$ cat src/hw/dtc_pkg.sv
// Package for the dual timer control block: register map, control
// field positions, mode and edge encodings, reset values.
// Assumes a 32-bit APB register bus on a single clock.
package dtc_pkg;

    // Register byte offsets
    localparam logic [7:0] TIMER_CONTROL_OFS      = 8'h0c;
    localparam logic [7:0] TIMER_WIDTH_CONFIG_OFS = 8'h00;
    localparam logic [7:0] HALF_A_MODE_OFS        = 8'h04;
    localparam logic [7:0] HALF_B_MODE_OFS        = 8'h08;
    localparam logic [7:0] HALF_STATUS_OFS        = 8'h10;

    // Control field positions
    localparam int HALF_A_ENABLE_BIT   = 0;
    localparam int HALF_A_STALL_BIT    = 1;
    localparam int HALF_A_EDGE_LSB     = 2;
    localparam int CLOCK_COUNT_EN_BIT  = 4;
    localparam int HALF_A_TRIG_EN_BIT  = 5;
    localparam int HALF_A_INVERT_BIT   = 6;
    localparam int RESERVED_BIT        = 7;
    localparam int HALF_B_ENABLE_BIT   = 8;
    localparam int HALF_B_STALL_BIT    = 9;
    localparam int HALF_B_EDGE_LSB     = 10;
    localparam int CONTROL_WIDTH       = 12;

    // Reset values
    localparam logic [11:0] TIMER_CONTROL_RST = 12'h000;
    localparam logic [1:0]  MODE_RST          = 2'h0;
    localparam logic [2:0]  WIDTH_CONFIG_RST  = 3'h0;

    // Half mode encodings
    localparam logic [1:0] MODE_RESERVED = 2'h0;
    localparam logic [1:0] MODE_ONE_SHOT = 2'h1;
    localparam logic [1:0] MODE_PERIODIC = 2'h2;
    localparam logic [1:0] MODE_CAPTURE  = 2'h3;

    // Edge encodings
    localparam logic [1:0] EDGE_RISING   = 2'h0;
    localparam logic [1:0] EDGE_FALLING  = 2'h1;
    localparam logic [1:0] EDGE_RESERVED = 2'h2;
    localparam logic [1:0] EDGE_BOTH     = 2'h3;

    typedef enum logic [1:0] {
        DTC_IDLE,
        DTC_RUN,
        DTC_DONE
    } dtc_state_t;

endpackage

$ cat src/hw/dtc_top.sv
// Dual timer control register block with two timer halves, output
// inversion, converter trigger gating and clock counting enable.
// Assumes an APB master on pclk and synchronous pin inputs.
//
// How it works
// - half B edge field picks rise, fall, both
// - half B stall bit lets half B freeze
// - half B enable starts its configured mode
// - reserved bit 7 always reads zero
// - half A invert bit flips pulse output
// - half A converter trigger gated by enable
// - clock counting advances only when enabled
// - half A edge field picks rise, fall, both
// - half A stall bit lets half A freeze
// - half A enable starts its configured mode
// - mode field selects one-shot, periodic, capture
//
// Local design decisions: register access over APB and the register addresses.
`timescale 1ns/1ps
module dtc_top #(
    parameter int HALF_WIDTH = 16,
    parameter int RTC_WIDTH  = 32
) (
    input  wire logic                 pclk,
    input  wire logic                 presetn,
    input  wire logic                 psel,
    input  wire logic                 penable,
    input  wire logic                 pwrite,
    input  wire logic [7:0]           paddr,
    input  wire logic [31:0]          pwdata,
    output logic      [31:0]          prdata,
    output logic                      pready,
    output logic                      pslverr,
    input  wire logic                 debug_halt,
    input  wire logic                 half_a_edge_in,
    input  wire logic                 half_b_edge_in,
    input  wire logic                 clock_tick_in,
    output logic                      half_a_pwm_out,
    output logic                      half_a_converter_trigger,
    output logic      [RTC_WIDTH-1:0] clock_count
);

    logic [11:0]           timer_control_q;
    logic [2:0]            timer_width_config_q;
    logic [1:0]            half_a_mode_select_q;
    logic [1:0]            half_b_mode_select_q;
    logic [RTC_WIDTH-1:0]  clock_count_q;
    logic                  pwm_q;
    logic                  trig_q;
    logic [31:0]           prdata_q;
    logic                  pslverr_q;
    logic                  pready_q;
    logic                  tick_prev_q;

    logic [HALF_WIDTH-1:0] a_count;
    logic [HALF_WIDTH-1:0] b_count;
    logic                  a_timeout;
    logic                  b_timeout;
    logic                  a_capture;
    logic                  b_capture;
    logic                  a_running;
    logic                  b_running;

    // APB decode; pready is registered, so each access phase has one wait state
    logic       acc;
    logic       wr_en;
    logic       rd_en;
    logic       hit_ctl;
    logic       hit_cfg;
    logic       hit_amr;
    logic       hit_bmr;
    logic       hit_sts;
    logic       mapped;
    logic [31:0] rd_mux;

    assign acc     = psel & penable & ~pready_q;
    assign hit_ctl = (paddr == dtc_pkg::TIMER_CONTROL_OFS);
    assign hit_cfg = (paddr == dtc_pkg::TIMER_WIDTH_CONFIG_OFS);
    assign hit_amr = (paddr == dtc_pkg::HALF_A_MODE_OFS);
    assign hit_bmr = (paddr == dtc_pkg::HALF_B_MODE_OFS);
    assign hit_sts = (paddr == dtc_pkg::HALF_STATUS_OFS);
    assign mapped  = hit_ctl | hit_cfg | hit_amr | hit_bmr | hit_sts;
    assign wr_en   = acc & pwrite & mapped;
    assign rd_en   = acc & ~pwrite;

    // Control bit slices
    logic       half_a_enable;
    logic       half_a_stall_enable;
    logic [1:0] half_a_edge_select;
    logic       clock_counting_enable;
    logic       half_a_converter_trigger_enable;
    logic       half_a_output_invert;
    logic       half_b_enable;
    logic       half_b_stall_enable;
    logic [1:0] half_b_edge_select;

    assign half_a_enable         =
        timer_control_q[dtc_pkg::HALF_A_ENABLE_BIT];
    assign half_a_stall_enable   =
        timer_control_q[dtc_pkg::HALF_A_STALL_BIT];
    assign half_a_edge_select    =
        timer_control_q[dtc_pkg::HALF_A_EDGE_LSB +: 2];
    assign clock_counting_enable =
        timer_control_q[dtc_pkg::CLOCK_COUNT_EN_BIT];
    assign half_a_converter_trigger_enable =
        timer_control_q[dtc_pkg::HALF_A_TRIG_EN_BIT];
    assign half_a_output_invert  =
        timer_control_q[dtc_pkg::HALF_A_INVERT_BIT];
    assign half_b_enable         =
        timer_control_q[dtc_pkg::HALF_B_ENABLE_BIT];
    assign half_b_stall_enable   =
        timer_control_q[dtc_pkg::HALF_B_STALL_BIT];
    assign half_b_edge_select    =
        timer_control_q[dtc_pkg::HALF_B_EDGE_LSB +: 2];

    // Read data mux; status word shows both halves' running bits and half A's count
    logic [31:0] ctl_rd;
    logic [31:0] sts_rd;

    assign ctl_rd = {20'h0_0000, timer_control_q};
    assign sts_rd = {14'h0000, b_running, a_running,
                     a_count[HALF_WIDTH-1 -: 16]};
    assign rd_mux = hit_ctl ? ctl_rd :
                    hit_cfg ? {29'h0000_0000, timer_width_config_q} :
                    hit_amr ? {30'h0000_0000, half_a_mode_select_q} :
                    hit_bmr ? {30'h0000_0000, half_b_mode_select_q} :
                    hit_sts ? sts_rd : 32'h0000_0000;

    // Bus handshake; unmapped addresses answer with an error
    always_ff @(posedge pclk or negedge presetn) begin
        if (!presetn) begin
            pready_q  <= 1'b0;
            pslverr_q <= 1'b0;
        end else begin
            pready_q  <= acc;
            pslverr_q <= acc & ~mapped;
        end
    end

    // Read data holds until the next read, so a late sampler still sees it
    always_ff @(posedge pclk or negedge presetn) begin
        if (!presetn) begin
            prdata_q <= 32'h0000_0000;
        end else if (rd_en) begin
            prdata_q <= rd_mux;
        end
    end

    // Write strobes, one per stored register
    logic wr_ctl;
    logic wr_cfg;
    logic wr_amr;
    logic wr_bmr;

    assign wr_ctl = wr_en & hit_ctl;
    assign wr_cfg = wr_en & hit_cfg;
    assign wr_amr = wr_en & hit_amr;
    assign wr_bmr = wr_en & hit_bmr;

    // Bit 7 is masked at the write so it always reads back zero
    logic [11:0] ctl_keep;

    assign ctl_keep = ~(12'h001 << dtc_pkg::RESERVED_BIT);

    // Control word; bits above 11 are never stored
    always_ff @(posedge pclk or negedge presetn) begin
        if (!presetn) begin
            timer_control_q <= dtc_pkg::TIMER_CONTROL_RST;
        end else if (wr_ctl) begin
            timer_control_q <= pwdata[11:0] & ctl_keep;
        end
    end

    // Width config is stored only; the halves keep their fixed width
    always_ff @(posedge pclk or negedge presetn) begin
        if (!presetn) begin
            timer_width_config_q <= dtc_pkg::WIDTH_CONFIG_RST;
        end else if (wr_cfg) begin
            timer_width_config_q <= pwdata[2:0];
        end
    end

    // Mode fields apply at once, even to a running half
    always_ff @(posedge pclk or negedge presetn) begin
        if (!presetn) begin
            half_a_mode_select_q <= dtc_pkg::MODE_RST;
        end else if (wr_amr) begin
            half_a_mode_select_q <= pwdata[1:0];
        end
    end

    // Half B mode field
    always_ff @(posedge pclk or negedge presetn) begin
        if (!presetn) begin
            half_b_mode_select_q <= dtc_pkg::MODE_RST;
        end else if (wr_bmr) begin
            half_b_mode_select_q <= pwdata[1:0];
        end
    end

    // Per-half controls and results; index 0 is half A, 1 is half B
    logic [1:0]            half_en;
    logic [1:0]            half_stall;
    logic [1:0][1:0]       half_mode;
    logic [1:0][1:0]       half_edge;
    logic [1:0]            half_pin;
    logic [HALF_WIDTH-1:0] half_count   [2];
    logic                  half_timeout [2];
    logic                  half_capture [2];
    logic                  half_running [2];

    // Enable starts the mode chosen in that half's mode field
    assign half_en    = {half_b_enable, half_a_enable};
    assign half_stall = {half_b_stall_enable, half_a_stall_enable};
    assign half_mode  = {half_b_mode_select_q, half_a_mode_select_q};
    assign half_edge  = {half_b_edge_select, half_a_edge_select};
    assign half_pin   = {half_b_edge_in, half_a_edge_in};

    // Both halves share one timer body
    for (genvar h = 0; h < 2; h++) begin : g_half
        dtc_half #(
            .WIDTH      (HALF_WIDTH)
        ) u_half (
            .pclk       (pclk),
            .presetn    (presetn),
            .enable     (half_en[h]),
            .stall_en   (half_stall[h]),
            .debug_halt (debug_halt),
            .mode       (half_mode[h]),
            .edge_sel   (half_edge[h]),
            .edge_in    (half_pin[h]),
            .load_value ({HALF_WIDTH{1'b1}}),
            .count_q    (half_count[h]),
            .timeout_q  (half_timeout[h]),
            .capture_q  (half_capture[h]),
            .running_q  (half_running[h])
        );
    end

    // Half A drives the pins; half B reaches the status word only
    assign a_count   = half_count[0];
    assign a_timeout = half_timeout[0];
    assign a_capture = half_capture[0];
    assign a_running = half_running[0];
    assign b_count   = half_count[1];
    assign b_timeout = half_timeout[1];
    assign b_capture = half_capture[1];
    assign b_running = half_running[1];

    // Raw pulse: high in the upper half of the count range while half A runs
    logic raw_pwm;
    logic raw_trig;

    assign raw_pwm  = a_running & a_count[HALF_WIDTH-1];
    // Converter side must still enable itself and select this source
    assign raw_trig = a_timeout | a_capture;

    // Inversion also applies while the half is idle
    always_ff @(posedge pclk or negedge presetn) begin
        if (!presetn) begin
            pwm_q <= 1'b0;
        end else begin
            pwm_q <= raw_pwm ^ half_a_output_invert;
        end
    end

    // An event while the trigger is disabled is lost, not deferred
    always_ff @(posedge pclk or negedge presetn) begin
        if (!presetn) begin
            trig_q <= 1'b0;
        end else begin
            trig_q <= raw_trig & half_a_converter_trigger_enable;
        end
    end

    // Clock counting on rising edges of the tick input
    logic tick_rise;

    assign tick_rise = clock_tick_in & ~tick_prev_q;

    always_ff @(posedge pclk or negedge presetn) begin
        if (!presetn) begin
            tick_prev_q <= 1'b0;
        end else begin
            tick_prev_q <= clock_tick_in;
        end
    end

    // A tick while disabled is dropped, not remembered for later
    always_ff @(posedge pclk or negedge presetn) begin
        if (!presetn) begin
            clock_count_q <= '0;
        end else if (clock_counting_enable && tick_rise) begin
            clock_count_q <= clock_count_q + 1'b1;
        end
    end

    // Half B timeout, capture and count have no output here; only its running bit reaches status
    logic unused_b;

    assign unused_b = b_timeout ^ b_capture ^ (^b_count);

    assign prdata                   = prdata_q;
    assign pready                   = pready_q;
    assign pslverr                  = pslverr_q;
    assign half_a_pwm_out           = pwm_q;
    assign half_a_converter_trigger = trig_q;
    assign clock_count              = clock_count_q;

endmodule

$ cat src/hw/dtc_half.sv
// One timer half: counts down in one-shot or periodic mode, or counts
// selected input edges in capture mode; honours stall and enable.
// Assumes edge input already synchronous to pclk.
`timescale 1ns/1ps
module dtc_half #(
    parameter int WIDTH = 16
) (
    input  wire logic             pclk,
    input  wire logic             presetn,
    input  wire logic             enable,
    input  wire logic             stall_en,
    input  wire logic             debug_halt,
    input  wire logic [1:0]       mode,
    input  wire logic [1:0]       edge_sel,
    input  wire logic             edge_in,
    input  wire logic [WIDTH-1:0] load_value,
    output logic      [WIDTH-1:0] count_q,
    output logic                  timeout_q,
    output logic                  capture_q,
    output logic                  running_q
);

    dtc_pkg::dtc_state_t state_q;
    dtc_pkg::dtc_state_t state_d;
    logic                edge_prev_q;
    logic                rise;
    logic                fall;
    logic                edge_hit;
    logic                held;
    logic                at_zero;
    logic                capture_mode;

    // Edge detect on the registered copy, reserved edge code counts none
    assign rise         = edge_in & ~edge_prev_q;
    assign fall         = ~edge_in & edge_prev_q;
    assign edge_hit     = (edge_sel == dtc_pkg::EDGE_RISING)  ? rise :
                          (edge_sel == dtc_pkg::EDGE_FALLING) ? fall :
                          (edge_sel == dtc_pkg::EDGE_BOTH)    ?
                          (rise | fall) : 1'b0;
    // Stall only freezes the half when software allowed it
    assign held         = stall_en & debug_halt;
    assign at_zero      = (count_q == '0);
    assign capture_mode = (mode == dtc_pkg::MODE_CAPTURE);

    // Next state; reserved mode keeps the half idle even if enabled
    always_comb begin
        state_d = state_q;
        case (state_q)
            dtc_pkg::DTC_IDLE: begin
                if (enable && mode != dtc_pkg::MODE_RESERVED) begin
                    state_d = dtc_pkg::DTC_RUN;
                end
            end
            dtc_pkg::DTC_RUN: begin
                if (!enable) begin
                    state_d = dtc_pkg::DTC_IDLE;
                end else if (!held && !capture_mode && at_zero &&
                             mode == dtc_pkg::MODE_ONE_SHOT) begin
                    state_d = dtc_pkg::DTC_DONE;
                end
            end
            dtc_pkg::DTC_DONE: begin
                if (!enable) begin
                    state_d = dtc_pkg::DTC_IDLE;
                end
            end
            default: state_d = dtc_pkg::DTC_IDLE;
        endcase
    end

    always_ff @(posedge pclk or negedge presetn) begin
        if (!presetn) begin
            state_q     <= dtc_pkg::DTC_IDLE;
            edge_prev_q <= 1'b0;
        end else begin
            state_q     <= state_d;
            edge_prev_q <= edge_in;
        end
    end

    // Counter: loads on start, decrements or counts edges while running
    always_ff @(posedge pclk or negedge presetn) begin
        if (!presetn) begin
            count_q   <= '0;
            timeout_q <= 1'b0;
            capture_q <= 1'b0;
            running_q <= 1'b0;
        end else begin
            timeout_q <= 1'b0;
            capture_q <= 1'b0;
            running_q <= (state_d == dtc_pkg::DTC_RUN);
            if (state_q == dtc_pkg::DTC_IDLE) begin
                count_q <= load_value;
            end else if (state_q == dtc_pkg::DTC_RUN && !held) begin
                if (capture_mode) begin
                    if (edge_hit) begin
                        count_q   <= count_q - 1'b1;
                        capture_q <= 1'b1;
                    end
                end else if (at_zero) begin
                    count_q   <= load_value;
                    timeout_q <= 1'b1;
                end else begin
                    count_q <= count_q - 1'b1;
                end
            end
        end
    end

endmodule

$ cat config.mk
export PLATFORM = sky130hd
export DESIGN_NAME = dtc_top
export DESIGN_NICKNAME = d
export VERILOG_FILES = /design/src/hw/dtc_pkg.sv /design/src/hw/dtc_top.sv /design/src/hw/dtc_half.sv
export SDC_FILE = /design/constraint.sdc
export NUM_CORES = 1
export LEC_CHECK = 0
export ABC_AREA = 1
export BUFFER_PORTS_ARGS = -buffer_cell sky130_fd_sc_hd__buf_2
export CORE_MARGIN = 2
export CORE_UTILIZATION = 56
export DETAILED_ROUTE_END_ITERATION = 10
export PLACE_DENSITY = 0.8
export SYNTH_ARGS = -nofsm -noshare
export SYNTH_HDL_FRONTEND = slang
export SYNTH_SLANG_ARGS = --single-unit
$ cat constraint.sdc
create_clock -name pclk -period 1.7 [get_ports pclk]
set_input_delay 0.085 -clock pclk [delete_from_list [all_inputs] [get_ports pclk]]
set_output_delay 0.085 -clock pclk [all_outputs]
set_load 0.01 [all_outputs]
# Word level (Yosys, flattened, before mapping)
# Index checks and enable logic that the tools add are counted.
# word_totals
reg_bits	129
inputBits	49
# classes
n_addsub	3
n_eq_ne	20
n_mux	39
bitwise_logic	35
reduce_logical	28
# ops
operator	n
16-bit 2-to-1 mux	10
18-bit 2-to-1 mux	5
32-bit by 1-bit adder with 32-bit output, second input constant	1
16-bit zero test	2
16-bit by 1-bit subtractor with 16-bit output, second input constant	2
1-bit bitwise AND	19
2-bit by 1-bit == test with 1-bit output, second input constant	8
8-bit by 4-bit == test with 1-bit output, second input constant	2
2-bit 2-to-1 mux	8
1-bit 2-to-1 mux	14
2-bit == test, second input constant	6
2-bit one-hot mux with 3 select lines	2
1-bit logical AND	11
8-bit by 3-bit == test with 1-bit output, second input constant	1
8-bit by 5-bit == test with 1-bit output, second input constant	1
2-bit zero test	4
8-bit zero test	1
1-bit inverter	8
2-bit nonzero test	4
1-bit bitwise OR	7
3-bit by 2-bit inequality test with 1-bit output, second input constant	2
1-bit zero test	4
2-bit AND reduction	2
1-bit XOR	1

# Logic depth before layout (Yosys ltp)
# depth
depth_word	10
mapped_depth	13
mapped_depth_nobuf	12

# Cells and area by module
# Synthesis repeated with hierarchy kept, for this count alone.
# unflattened
cells_unflattened	1055
area_unflattened_um2	7372.1
# by_module_without_submodules
module	instances	cells_each	area_per_inst_um2	seq_area_each_um2
dtc_top	1	533	3988.8	1826.8
dtc_half	2	261	1691.6	550.5

# Worst setup path after synthesis
# OpenSTA, ideal clock, no wires.
# synth_path
kind	reg-to-reg
from	register clock_count_q[0], in the netlist clock_count[0]
to	register clock_count_q[14], in the netlist clock_count[14]
setup_ns	0.123
arrival_ns	1.463
setup_slack_ns	0.114
stages_incl_launch_ff	9
path_buffers	0
synth_period_minus_slack_ns	1.586
path_cell_list	dfrtp_1 ha_1 nand3_2 nor2_2 nand2_2 nor2_4 nand2_2 o21ai_0 nand2_1
# synth_via
elab_chain_len	1
# synth_rtl
item	line	rtl
start, declared	dtc_top.sv:47	logic [RTC_WIDTH-1:0] clock_count_q;
start signal, assigned	dtc_top.sv:294	clock_count_q <= clock_count_q + 1'b1;
32-bit by 1-bit adder with 32-bit output	dtc_top.sv:294	
# No other way between the ends.
# A chain may end at the register's enable or synchronous reset.

# Final worst setup path
# layout_path
from	register g_half[1].u_half.edge_prev_q
to	register g_half[1].u_half.count_q[4]
# layout_via
elab_chain_len	8
word_cells_on_any_way	9
# layout_rtl
item	line	rtl
start, declared	dtc_half.sv:25	logic edge_prev_q;
start signal, assigned	dtc_half.sv:77	edge_prev_q <= edge_in;
1-bit inverter	dtc_half.sv:34	assign rise = edge_in & ~edge_prev_q;
1-bit bitwise AND	dtc_half.sv:34	
1-bit bitwise OR	dtc_half.sv:39	(rise | fall) : 1'b0;
1-bit 2-to-1 mux	dtc_half.sv:38	(edge_sel == dtc_pkg::EDGE_BOTH) ?
1-bit 2-to-1 mux	dtc_half.sv:37	(edge_sel == dtc_pkg::EDGE_FALLING) ? fall :
1-bit 2-to-1 mux *	dtc_half.sv:36	assign edge_hit = (edge_sel == dtc_pkg::EDGE_RISING) ? rise :
3-bit by 2-bit inequality test with 1-bit output (no source line) *	n/a	
2-bit AND reduction (no source line) *	n/a	
end signal, assigned	dtc_half.sv:93	count_q <= load_value;
end signal, assigned	dtc_half.sv:97	count_q <= count_q - 1'b1;
end signal, assigned	dtc_half.sv:101	count_q <= load_value;
end, declared	dtc_half.sv:17	output logic [WIDTH-1:0] count_q,
# Every way passes the cells marked *; elsewhere a longest branch is shown, timed or not.

==> results.toml <==
[die]
top_level_ports = 117
die_x_um = 114
core_area_um2 = 11900
die-area_um2 = 13000
die_y_um = 114
placementRows = 40
start_util = 0.567

[global_route]
grt_max_degree = 116
grt_pass1_vias = 5897
track_usage = 0.264
antenna_found_initial = 0
grt_remaining_overflow = 0
grt_pass1_wl_mm = 27.3

[timing]
layout_min_cycle_time_ns = 1.68
max_slew.worst_pin.slew_ns = 0.618
fmax_mhz = 595
finalHoldViolCount = 0
slew_headroom = 0.588
clock_skew_ns = 0.00805
rsz0062_at_grt = "true"
setup_viol = 0
period_share = 0.988
slew_violations = 0
whs_ns = 0.0871

[clock_network]
cts_sinks = 115
cts_buffers = 17
htree_levels = 4
path_clk_slew_ns = 0.05
cts-root-buf = "clkbuf_16"
clockBufferDepth = 2
clk_latency_ns = 0.42
cts_tree = "built"

[critical_path]
crit_type = "reg2reg"
crit_chain = "ha_1 -> nand2_1 -> nand2_1 -> nor2_2 -> nor2_2 -> nor2_4 -> buf_4 -> clkbuf_16 -> o21ai_0 -> nand2_1"
critical_path_required_ns = 2.00
end_kind = "register"
crit_start = "g_half[1].u_half.edge_prev_q"
worstReg2RegStart = "g_half[1].u_half.edge_prev_q"
critPathMaxStageDelay_ns = 0.38
cp-start-kind = "register"
slowest_stage = "dfrtp_1"
cp.arrival_ns = 1.98
crit_top_cell = "nand2_1"
worst-path-max-fanout = 10

[flow_run]
max_cap_violations = 0

[power_and_ir_drop]
p_int_mw = 5.92
swShare = 0.308
power.leakage_nw = 4.17
clockPowerShare = 0.428
switchingPower_mw = 2.63
comb_power_share = 0.189
power_frac_seq = 0.384
ir_drop_mv = 0.740
powerDensity_nw_per_um2 = 1030

[synth]
netlist_area_um2 = 6760
synth_cell_types = 39
syn_inst = 916
synth.ff_latch_count = 115
seq_area_frac_synth = 0.426
synth_area_per_cell_um2 = 7.38
yosysWarnings = 0

[place]
io_buffers = 81
gp_congestion = 0.917
place_hpwl_mm = 11.7
placed_cells = 1147
post_dp_cell_area_um2 = 7350

[route]
first_iter_violations = 431
wl_per_cell_um = 14.0
wirelength_mm = 16.8
ant_nets = 0
vias = 6285
drc_errors = 0
firstDrtPassIters = 5
viasPerCell = 5.24

[hold_path]
min-delay-start = "debug_halt"
min_path_type = "in2reg"

[final_layout]
n_antenna_cell = 0
final_cell_mix = "nand2_1 (288), dfrtp_1 (114), inv_1 (102)"
fin_area_um2 = 8290
layout-drive-gt1-share = 0.211
stdcell_count = 1200
final_common_cell = "nand2_1"
syn2layout_area_growth_pct = 22.7
nFillCells = 970
nets = 1098
fin_util = 0.696

[status]
status = "finished clean"
==> power by group through the flow <==
| stage | combinational, mW | sequential (mW) | clock (mW) |
|---|---|---|---|
| 3_3_place_gp | 1.48 | 3.30 | 0 |
| 3_5_place_dp | 1.50 | 3.31 | 0 |
| 4_1_cts | 1.54 | 3.26 | 3.67 |
| 6_report | 1.61 | 3.28 | 3.65 |
| 5_1_grt | 1.80 | 3.31 | 3.80 |
| 2_1_floorplan | 0.930 | 3.29 | 0 |
==> kinds of logic (layout without fill, tap and decap cells) <==
kind of cell | after synthesis | count (layout) | synth area share
other cells | 1 | 14 | 0.000555
fa+ha+maj | 9 | 9 | 0.0167
xor+xnor | 16 | 16 | 0.0207
simple gates | 559 | 559 | 0.372
compound gates | 79 | 79 | 0.0711
buf+inv | 137 | 261 | 0.0929
flops | 115 | 115 | 0.426
==> what timing repair did <==
item                                   CTS  global route
setup endpoints to repair                5            28
pin swaps                                0             4
endpoints found under the hold margin  137             0
buffers inserted                         0             6
cloned                                   0             2
hold buffers                            16             0
gates resized for setup                  1            30
==> synth_stat cells <==
| master | number | share of area |
|---|---|---|
| a211oi_1 | 2 | 0.0022 |
| inv_2 | 6 | 0.0033 |
| nand2_2 | 19 | 0.018 |
| buf_12 | 1 | 0.0030 |
| nor4_1 | 2 | 0.0019 |
| o21ai_1 | 4 | 0.0030 |
| o21ai_0 | 42 | 0.031 |
| xnor2_1 | 8 | 0.010 |
| a21oi_1 | 3 | 0.0022 |
| nor2_8 | 2 | 0.0059 |
| or2_2 | 1 | 0.00093 |
| nand3b_1 | 10 | 0.011 |
| nand4_1 | 17 | 0.016 |
| inv_4 | 1 | 0.00093 |
| nor2_4 | 5 | 0.0083 |
| nand3_1 | 70 | 0.052 |
| nand2_4 | 4 | 0.0067 |
| nand2_1 | 290 | 0.16 |
| buf_6 | 5 | 0.0083 |
| nor3_1 | 10 | 0.0074 |
| a31oi_1 | 2 | 0.0019 |
| inv_1 | 104 | 0.058 |
| dfrtp_1 | 115 | 0.43 |
| o211ai_1 | 1 | 0.0011 |
| o2111ai_1 | 1 | 0.0013 |
| clkbuf_1 | 4 | 0.0022 |
| o21ai_4 | 1 | 0.0024 |
| xor2_1 | 8 | 0.010 |
| ha_1 | 9 | 0.017 |
| and3b_1 | 1 | 0.0013 |
| o22ai_1 | 8 | 0.0074 |
| o31ai_1 | 5 | 0.0056 |
| buf_4 | 15 | 0.017 |
| buf_2 | 1 | 0.00074 |
| nor2_1 | 106 | 0.059 |
| o21ai_2 | 10 | 0.013 |
| nor2_2 | 16 | 0.015 |
| nand3_2 | 6 | 0.0089 |
| conb_1 | 1 | 0.00055 |
==> per-stage QoR <==
| stage | setup TNS [ns] | worst slack, ns | total power [mW] |
|---|---|---|---|
| 3_3_place_gp | 0 | 0.0606 | 4.78 |
| 6_report | 0 | 0.0202 | 8.54 |
| 2_1_floorplan | 0 | 0.114 | 4.22 |
| 5_1_grt | -0.758 | -0.0984 | 8.92 |
| 3_5_place_dp | -0.0421 | -0.0258 | 4.81 |
| 4_1_cts | 0 | 0.0114 | 8.47 |
==> flip-flops by register name, indices dropped and copies added (netlist names) <==
| name | count |
|---|---|
| half_b_mode_select_q | 2 |
| g_half.u_half.running_q | 2 |
| clock_count | 32 |
| pslverr | 1 |
| pready | 1 |
| g_half.u_half.timeout_q | 1 |
| half_a_pwm_out | 1 |
| half_a_converter_trigger | 1 |
| g_half.u_half.edge_prev_q | 2 |
| g_half.u_half.count_q | 32 |
| g_half.u_half.state_q | 4 |
| prdata | 18 |
| timer_control_q | 11 |
| timer_width_config_q | 3 |
| g_half.u_half.capture_q | 1 |
| half_a_mode_select_q | 2 |
| tick_prev_q | 1 |
==> final cells by class <==
class	instances	area (um^2)	share of cell area
Sequential cell	115	2880	0.347
Timing Repair Buffer	118	807	0.0973
Inverter	111	419	0.0505
Tap cell	147	184	0.0222
Clock buffer	19	443	0.0534
Clock inverter	13	160	0.0193
Multi-Input combinational cell	677	3400	0.410
==> worst max-delay path: cells and delay by family, from the launching register on <==
| kind | cells | cell delay, ns |
|---|---|---|
| simple gates | 6 | 0.47 |
| buf+inv | 2 | 0.33 |
| compound gates | 1 | 0.10 |
| fa+ha+maj | 1 | 0.28 |
| flops | 1 | 0.38 |
==> per-layer routing <==
metal  up-vias  GRT usage  routed length [um]
met1      2949      0.331                7260
met3        31     0.0616                 679
met2       172      0.451                8500
met4         0     0.0935                 373
li1       3133          -                   -
met5         -          0                   0
==> path summary, 6_finish.rpt <==
path	endpoint	cells after the start	slack (ns)
worst max-delay path	g_half[1].u_half.count_q[4]	10	0.02
worst min-delay path	g_half[0].u_half.timeout_q	4	0.09
worst max register to register	g_half[1].u_half.count_q[4]	10	0.02
worst min register to register	prdata[9]	2	0.48
max in group asynchronous	g_half[0].u_half.count_q[4]	3	0.95
min in group asynchronous	g_half[1].u_half.count_q[11]	3	0.27
Power figures use the tool's default switching activity.
